===== config.mk =====
export PLATFORM = sky130hd
export DESIGN_NAME = swt_top
export DESIGN_NICKNAME = d
export VERILOG_FILES = /design/src/include/swt_pkg.sv /design/src/include/swt_timer_if.sv /design/src/rtl/swt_window_timer.sv /design/src/rtl/swt_top.sv
export SDC_FILE = /design/constraint.sdc
export NUM_CORES = 1
export LEC_CHECK = 0
export BUFFER_PORTS_ARGS = -buffer_cell sky130_fd_sc_hd__clkbuf_2
export CORE_ASPECT_RATIO = 1.75
export CORE_MARGIN = 2
export CORE_UTILIZATION = 55
export DETAILED_ROUTE_END_ITERATION = 7
export PLACE_DENSITY_LB_ADDON = 0.3
export SKIP_CTS_REPAIR_TIMING = 1
export SLEW_MARGIN = 25
export SYNTH_ARGS = -nofsm -noshare
export SYNTH_HDL_FRONTEND = slang
export SYNTH_SLANG_ARGS = --single-unit

===== constraint.sdc =====
create_clock -name CLK -period 2.4 [get_ports CLK]
set_input_delay 0.24 -clock CLK [delete_from_list [all_inputs] [get_ports CLK]]
set_output_delay 0.24 -clock CLK [all_outputs]
set_load 0.1 [all_outputs]

===== src/include/swt_pkg.sv =====
// Package for the wake supervision timer and LIN transceiver control block
package swt_pkg;

    // ------------------------------------------------------------
    // Register map
    // ------------------------------------------------------------
    localparam logic [7:0] SWT_WAKE_CFG_ADDR = 8'h1C;
    localparam logic [7:0] SWT_LIN_CTRL_ADDR = 8'h1D;

    // ------------------------------------------------------------
    // Field positions
    // ------------------------------------------------------------
    localparam int SWT_SUP_DIS_BIT = 7;
    localparam int SWT_WIN_SEL_HI = 6;
    localparam int SWT_WIN_SEL_LO = 3;
    localparam int SWT_LIN_MODE_HI = 7;
    localparam int SWT_LIN_MODE_LO = 6;
    localparam int SWT_DTO_DIS_BIT = 5;

    // ------------------------------------------------------------
    // Reset values
    // ------------------------------------------------------------
    localparam logic SWT_SUP_DIS_RST = 1'h0;
    localparam logic [3:0] SWT_WIN_SEL_RST = 4'h6;
    localparam logic [1:0] SWT_LIN_MODE_RST = 2'h0;
    localparam logic SWT_DTO_DIS_RST = 1'h0;

    // ------------------------------------------------------------
    // Transceiver modes
    // ------------------------------------------------------------
    localparam logic [1:0] SWT_MODE_STANDBY = 2'h0;
    localparam logic [1:0] SWT_MODE_SLEEP = 2'h1;
    localparam logic [1:0] SWT_MODE_NORMAL = 2'h2;
    localparam logic [1:0] SWT_MODE_FAST = 2'h3;

    // ------------------------------------------------------------
    // Timing: windows are counted in half-minute steps
    // ------------------------------------------------------------
    localparam longint SWT_CLK_HZ = 50_000_000;
    localparam longint SWT_STEP_S = 30;
    localparam longint SWT_STEP_CYCLES = SWT_CLK_HZ * SWT_STEP_S;
    localparam int SWT_STEP_CNT_W = 31;
    localparam int SWT_HALF_W = 5;
    localparam logic [SWT_HALF_W-1:0] SWT_FALLBACK_HALVES = 5'h0A;

    // Window select code to number of half-minute steps
    function automatic logic [SWT_HALF_W-1:0] swt_window_halves(input logic [3:0] sel);
        logic [SWT_HALF_W-1:0] h;
        h = SWT_FALLBACK_HALVES;
        unique case (sel)
            4'h0: h = 5'h04;
            4'h1: h = 5'h05;
            4'h2: h = 5'h06;
            4'h3: h = 5'h07;
            4'h4: h = 5'h08;
            4'h5: h = 5'h09;
            4'h6: h = 5'h0A;
            4'h7: h = 5'h0B;
            4'h8: h = 5'h0C;
            4'h9: h = 5'h0D;
            4'hA: h = 5'h10;
            4'hB: h = 5'h11;
            4'hC: h = 5'h14;
            4'hD: h = 5'h01;
            4'hE: h = SWT_FALLBACK_HALVES;
            4'hF: h = 5'h02;
        endcase
        return h;
    endfunction

endpackage


===== src/include/swt_timer_if.sv =====
// Carrier between the register block and the window timer
interface swt_timer_if;
    import swt_pkg::*;
    logic start;
    logic stop;
    logic [SWT_HALF_W-1:0] halves;
    logic expire;
    logic running;

    modport ctrl (output start, output stop, output halves, input expire, input running);
    modport timer (input start, input stop, input halves, output expire, output running);
endinterface


===== src/rtl/swt_window_timer.sv =====
// Inactivity window timer counting half-minute steps
module swt_window_timer
    import swt_pkg::*;
#(
    parameter longint STEP_CYCLES = SWT_STEP_CYCLES
) (
    input wire logic clk,
    input wire logic reset_n,
    swt_timer_if.timer tif
);

    localparam logic [SWT_STEP_CNT_W-1:0] STEP_LAST = SWT_STEP_CNT_W'(STEP_CYCLES - 1);

    logic run_r, run_nxt;
    logic expire_r, expire_nxt;
    logic [SWT_STEP_CNT_W-1:0] step_r, step_nxt;
    logic [SWT_HALF_W-1:0] left_r, left_nxt;

    // ------------------------------------------------------------
    // Next state
    // ------------------------------------------------------------
    // Stop outranks start so a host access in the wake cycle still counts
    always_comb begin
        run_nxt = run_r;
        step_nxt = step_r;
        left_nxt = left_r;
        expire_nxt = 1'b0;
        if (tif.stop) begin
            run_nxt = 1'b0;
        end else if (tif.start) begin
            run_nxt = 1'b1;
            step_nxt = '0;
            left_nxt = tif.halves;
        end else if (run_r) begin
            if (step_r == STEP_LAST) begin
                step_nxt = '0;
                if (left_r == 5'h01) begin
                    run_nxt = 1'b0;
                    expire_nxt = 1'b1;
                end else begin
                    left_nxt = left_r - 5'h01;
                end
            end else begin
                step_nxt = step_r + 1'b1;
            end
        end
    end

    // Registers
    always_ff @(posedge clk or negedge reset_n) begin
        if (!reset_n) begin
            run_r <= 1'b0;
            expire_r <= 1'b0;
            step_r <= '0;
            left_r <= '0;
        end else begin
            run_r <= run_nxt;
            expire_r <= expire_nxt;
            step_r <= step_nxt;
            left_r <= left_nxt;
        end
    end

    assign tif.expire = expire_r;
    assign tif.running = run_r;

endmodule


===== src/rtl/swt_top.sv =====
// Wake supervision timer and LIN transceiver control registers
module swt_top
    import swt_pkg::*;
#(
    parameter longint STEP_CYCLES = SWT_STEP_CYCLES
) (
    input wire logic CLK,
    input wire logic RESET_N,
    input wire logic [7:0] REG_ADDR,
    input wire logic REG_WR,
    input wire logic REG_RD,
    input wire logic [7:0] REG_WDATA,
    output logic [7:0] REG_RDATA,
    input wire logic WAKE_EVENT,
    input wire logic LIN_MODE_HW_SET,
    input wire logic [1:0] LIN_MODE_HW_VAL,
    output logic SLEEP_REQ,
    output logic SUPERVISION_ACTIVE,
    output logic [1:0] LIN1_MODE,
    output logic LIN1_DTO_ENABLE
);

    logic sup_dis_r, sup_dis_nxt;
    logic [3:0] win_sel_r, win_sel_nxt;
    logic [1:0] lin_mode_r, lin_mode_nxt;
    logic dto_dis_r, dto_dis_nxt;
    logic [7:0] rdata_r, rdata_nxt;
    logic sleep_r, sleep_nxt;
    logic active_r, active_nxt;
    logic dto_en_r, dto_en_nxt;
    logic host_access;
    logic wake_cfg_wr;
    logic lin_ctrl_wr;
    logic wake_cfg_rd;
    logic lin_ctrl_rd;

    swt_timer_if tif ();

    // ------------------------------------------------------------
    // Window timer
    // ------------------------------------------------------------
    swt_window_timer #(
        .STEP_CYCLES(STEP_CYCLES)
    ) u_timer (
        .clk(CLK),
        .reset_n(RESET_N),
        .tif(tif)
    );

    // ------------------------------------------------------------
    // Register decode helpers
    // ------------------------------------------------------------
    // Address match, shared by the write and the read paths
    function automatic logic addr_hit(input logic [7:0] addr, input logic [7:0] target);
        return addr == target;
    endfunction

    // Read image of the wake supervision configuration; bits 2-0 read zero
    function automatic logic [7:0] wake_cfg_image(input logic dis, input logic [3:0] sel);
        logic [7:0] img;
        img = 8'h00;
        img[SWT_SUP_DIS_BIT] = dis;
        img[SWT_WIN_SEL_HI:SWT_WIN_SEL_LO] = sel;
        return img;
    endfunction

    // Read image of the LIN control register; bits 4-0 read zero
    function automatic logic [7:0] lin_ctrl_image(input logic [1:0] mode, input logic dto_dis);
        logic [7:0] img;
        img = 8'h00;
        img[SWT_LIN_MODE_HI:SWT_LIN_MODE_LO] = mode;
        img[SWT_DTO_DIS_BIT] = dto_dis;
        return img;
    endfunction

    // ------------------------------------------------------------
    // Host access decode
    // ------------------------------------------------------------
    // Any register access counts as activity, mapped or not
    assign host_access = REG_WR | REG_RD;
    assign wake_cfg_wr = REG_WR & addr_hit(REG_ADDR, SWT_WAKE_CFG_ADDR);
    assign lin_ctrl_wr = REG_WR & addr_hit(REG_ADDR, SWT_LIN_CTRL_ADDR);
    assign wake_cfg_rd = REG_RD & addr_hit(REG_ADDR, SWT_WAKE_CFG_ADDR);
    assign lin_ctrl_rd = REG_RD & addr_hit(REG_ADDR, SWT_LIN_CTRL_ADDR);

    // Timer control
    always_comb begin
        tif.start = WAKE_EVENT & ~sup_dis_r;
        tif.stop = host_access | sup_dis_r;
        tif.halves = swt_window_halves(win_sel_r);
    end

    // ------------------------------------------------------------
    // Wake supervision configuration
    // ------------------------------------------------------------
    // Bits 2-0 of a write are dropped, so reserved bits never stick
    always_comb begin
        sup_dis_nxt = sup_dis_r;
        win_sel_nxt = win_sel_r;
        if (wake_cfg_wr) begin
            sup_dis_nxt = REG_WDATA[SWT_SUP_DIS_BIT];
            win_sel_nxt = REG_WDATA[SWT_WIN_SEL_HI:SWT_WIN_SEL_LO];
        end
    end

    // Power-up defaults
    // Only a reset restores them; no write path forces the defaults
    always_ff @(posedge CLK or negedge RESET_N) begin
        if (!RESET_N) begin
            sup_dis_r <= SWT_SUP_DIS_RST;
            win_sel_r <= SWT_WIN_SEL_RST;
        end else begin
            sup_dis_r <= sup_dis_nxt;
            win_sel_r <= win_sel_nxt;
        end
    end

    // ------------------------------------------------------------
    // LIN transceiver control
    // ------------------------------------------------------------
    // Hardware mode update wins over a software write in the same cycle,
    // so a sleep entry from expiry is never masked by a late write.
    always_comb begin
        lin_mode_nxt = lin_mode_r;
        dto_dis_nxt = dto_dis_r;
        if (lin_ctrl_wr) begin
            lin_mode_nxt = REG_WDATA[SWT_LIN_MODE_HI:SWT_LIN_MODE_LO];
            dto_dis_nxt = REG_WDATA[SWT_DTO_DIS_BIT];
        end
        if (tif.expire) begin
            lin_mode_nxt = SWT_MODE_SLEEP;
        end else if (LIN_MODE_HW_SET) begin
            lin_mode_nxt = LIN_MODE_HW_VAL;
        end
    end

    // Standby with timeout protection on after reset
    always_ff @(posedge CLK or negedge RESET_N) begin
        if (!RESET_N) begin
            lin_mode_r <= SWT_LIN_MODE_RST;
            dto_dis_r <= SWT_DTO_DIS_RST;
        end else begin
            lin_mode_r <= lin_mode_nxt;
            dto_dis_r <= dto_dis_nxt;
        end
    end

    // ------------------------------------------------------------
    // Read data
    // ------------------------------------------------------------
    // Read data holds until the next read; unmapped reads return zero
    always_comb begin
        rdata_nxt = rdata_r;
        if (wake_cfg_rd) begin
            rdata_nxt = wake_cfg_image(sup_dis_r, win_sel_r);
        end else if (lin_ctrl_rd) begin
            rdata_nxt = lin_ctrl_image(lin_mode_r, dto_dis_r);
        end else if (REG_RD) begin
            rdata_nxt = 8'h00;
        end
    end

    // Read data register
    always_ff @(posedge CLK or negedge RESET_N) begin
        if (!RESET_N) begin
            rdata_r <= 8'h00;
        end else begin
            rdata_r <= rdata_nxt;
        end
    end

    // ------------------------------------------------------------
    // Status outputs
    // ------------------------------------------------------------
    // One cycle of latency on the sleep and active pins, traded for clean edges; the timeout enable adds none
    always_comb begin
        sleep_nxt = tif.expire;
        active_nxt = tif.running;
        dto_en_nxt = ~dto_dis_nxt;
    end

    // Outputs registered so pins never glitch
    always_ff @(posedge CLK or negedge RESET_N) begin
        if (!RESET_N) begin
            sleep_r <= 1'b0;
            active_r <= 1'b0;
            dto_en_r <= ~SWT_DTO_DIS_RST;
        end else begin
            sleep_r <= sleep_nxt;
            active_r <= active_nxt;
            dto_en_r <= dto_en_nxt;
        end
    end

    assign REG_RDATA = rdata_r;
    assign SLEEP_REQ = sleep_r;
    assign SUPERVISION_ACTIVE = active_r;
    assign LIN1_MODE = lin_mode_r;
    assign LIN1_DTO_ENABLE = dto_en_r;

endmodule


==> results.json <==
{
  "clk_latency_ns": 0.31,
  "vias_per_cell": 6.10,
  "crit_chain": "or4_1, or3_1, nor3_1, nand3_1, o311ai_1",
  "finalWeightedCongestion": 0.882,
  "cpLargestDelayFamily": "simple AND/OR/NAND/NOR gates",
  "dieArea_sq_um": 5970,
  "worstSetupStartpointType": "flip-flop",
  "worstMarginPinSlew_ns": 0.696,
  "ios": 37,
  "layout-drive-gt1-share_pct": 18.5,
  "crit_type": "reg -> reg",
  "area_delta_synth_final_pct": 12.5,
  "routed_wl_um": 6380,
  "placed_area_sq_um": 3190,
  "clk_pin_slew_ns": 0.10,
  "fin_tns_setup_ns": 0,
  "core-area_sq_um": 5210,
  "cellLeakagePower_nw": 1.55,
  "yosys_register_bits": 54,
  "num_rows": 35,
  "max_cap_viol_count": 0,
  "path_buf_inv": 0,
  "critPathMaxStageDelay_ns": 0.57,
  "cts_tree": "built",
  "clockBufferDepth": 2,
  "synth_edf_count": 0,
  "yosysSeqAreaShare_pct": 46.1,
  "ant_nets": 0,
  "setup_viol": 0,
  "vdd_drop_max_v": 0.000335,
  "postSynthAreaPerCell_sq_um": 9.36,
  "finalCritPeriodShare_pct": 89.5,
  "dr.pass1.iters": 5,
  "h-tree-depth": 2,
  "async_flop_share_pct": 100,
  "final_area_sq_um": 3310,
  "overflow": 0,
  "powerDensity_nw_per_um2": 573,
  "layout_min_cycle_time_ns": 2.15,
  "drc": 0,
  "final_common_cell": "dfrtp_1",
  "synth_cell_types": 52,
  "ys_warn_count": 0,
  "fin_cells": 406,
  "chipHeight_um": 101,
  "grt.total_usage_pct": 23.8,
  "grt_start_max_net_pins": 55,
  "hold_viol_final": 0,
  "drt_iter0_drc": 166,
  "grt_pass1_vias": 2428,
  "synth_area_sq_um": 2940,
  "n_antenna_cell": 0,
  "start_util_pct": 56.4,
  "die_w_um": 59.3,
  "synth-main-ff-cell": "dfrtp_1",
  "rsz0062_at_grt": "false",
  "dp.cells": 398,
  "critPathMaxFanout": 7,
  "required_ns": 2.62,
  "clock_skew_ns": 0.00421,
  "syn_inst": 314,
  "numCtsBuffers": 5,
  "via_count": 2476,
  "slew_headroom_pct": 53.3,
  "grt_pass1_wl_um": 10900,
  "routedWlPerCell_um": 15.7,
  "antenna_found_initial": 0,
  "drv_slew": 0,
  "mostFrequentLayoutCells": "dfrtp_1, nor2_1, clkbuf_2",
  "min_path_type": "in -> async",
  "fmax_mhz": 466,
  "crit_arrival_ns": 2.36,
  "total_power_mw": 1.89,
  "dpl.hpwl_um": 4680,
  "cp_slowest_cell": "or4_1",
  "cp-end-kind": "flip-flop",
  "io_buffers": 30,
  "fin_nets": 377,
  "status": "complete, no violations",
  "root_buffer": "clkbuf_8",
  "clock_sinks": 54
}
==> area by class of cell <==
class	instances	area, sq um
fillers	449	1910
multi-input cells	234	1470
flip-flops and latches	54	1360
repair buffers	41	245
clock buffers	5	68.8
well taps	55	68.8
inverters	14	52.6
clock inverters	3	45.0
==> sequential cells by signal, indices dropped and copies added (netlist names), 2 cells and up <==
name,flops
u_timer.left_r,5
LIN1_MODE,2
u_timer.step_r,31
REG_RDATA,5
win_sel_r,4
==> cells by family after synthesis <==
group                      share of synthesized area (%)
xor gates and xnor gates                            5.96
muxes                                               4.43
AOI/OAI and AO/OA                                   10.3
other                                              0.128
and+or+nand+nor                                     27.7
DFF                                                 46.1
adders and majority gates                           1.28
buffers and inverters                               4.13
==> stage by stage <==
stage,setup WS (ns),hold WS [ns],utilization (%)
6_report,0.252,0.0397,63.4
5_1_grt,0.0885,0.0971,63.4
4_1_cts,0.276,0.0707,63.4
3_5_place_dp,0.306,0.390,61.2
3_3_place_gp,0.316,0.387,61.2
2_1_floorplan,0.449,-0.0556,-
==> per-layer routing <==
layer,track usage (%),part of all wire (%)
met1,26.5,39
met2,42.8,55
met3,3.21,3.6
met4,11.0,2.8
met5,0,0
==> power by group <==
group | switching, mW | internal (mW)
combinational | 0.185 | 0.0930
sequential | 0.0418 | 0.954
clock | 0.311 | 0.311
total | 0.537 | 1.36
==> worst paths after layout <==
path / startpoint / end / slack [ns] / cells past startpoint
min in group CLK: REG_WDATA[5] / LIN1_DTO_ENABLE / 0.13 / 2
max: u_timer.step_r[26] / u_timer.left_r[2] / 0.25 / 5
min reg2reg: u_timer.tif.expire / SLEEP_REQ / 0.40 / 0
max in group asynchronous: RESET_N / u_timer.left_r[4] / 1.90 / 2
max reg2reg: u_timer.step_r[26] / u_timer.left_r[2] / 0.25 / 5
min: RESET_N / REG_RDATA[5] / 0.04 / 2
==> Yosys cell counts, types with 2 or more instances <==
master	n	area share, %
a21oi_1	10	1.7
buf_4	3	0.77
nor4b_1	2	0.60
nor3b_1	2	0.51
nand4_1	14	3.0
a21o_1	2	0.51
nor3_1	7	1.2
and2_1	3	0.64
o21ai_1	2	0.34
or3_1	7	1.5
clkbuf_1	6	0.77
dfstp_2	3	2.7
o31ai_1	4	1.0
nor4_1	5	1.1
a31oi_1	2	0.43
o22ai_1	4	0.85
nand3_1	18	3.1
xor2_1	19	5.7
nor2_1	33	4.2
and3_1	14	3.0
and4_1	4	1.2
mux2i_1	4	1.4
o21ai_0	15	2.6
mux2_2	8	3.1
inv_1	14	1.8
buf_2	4	0.68
nand2b_1	3	0.64
or4_1	3	0.77
ha_1	3	1.3
dfrtp_1	51	43
nand2_1	24	3.1
No activity file was read; power rests on OpenSTA's default activity.
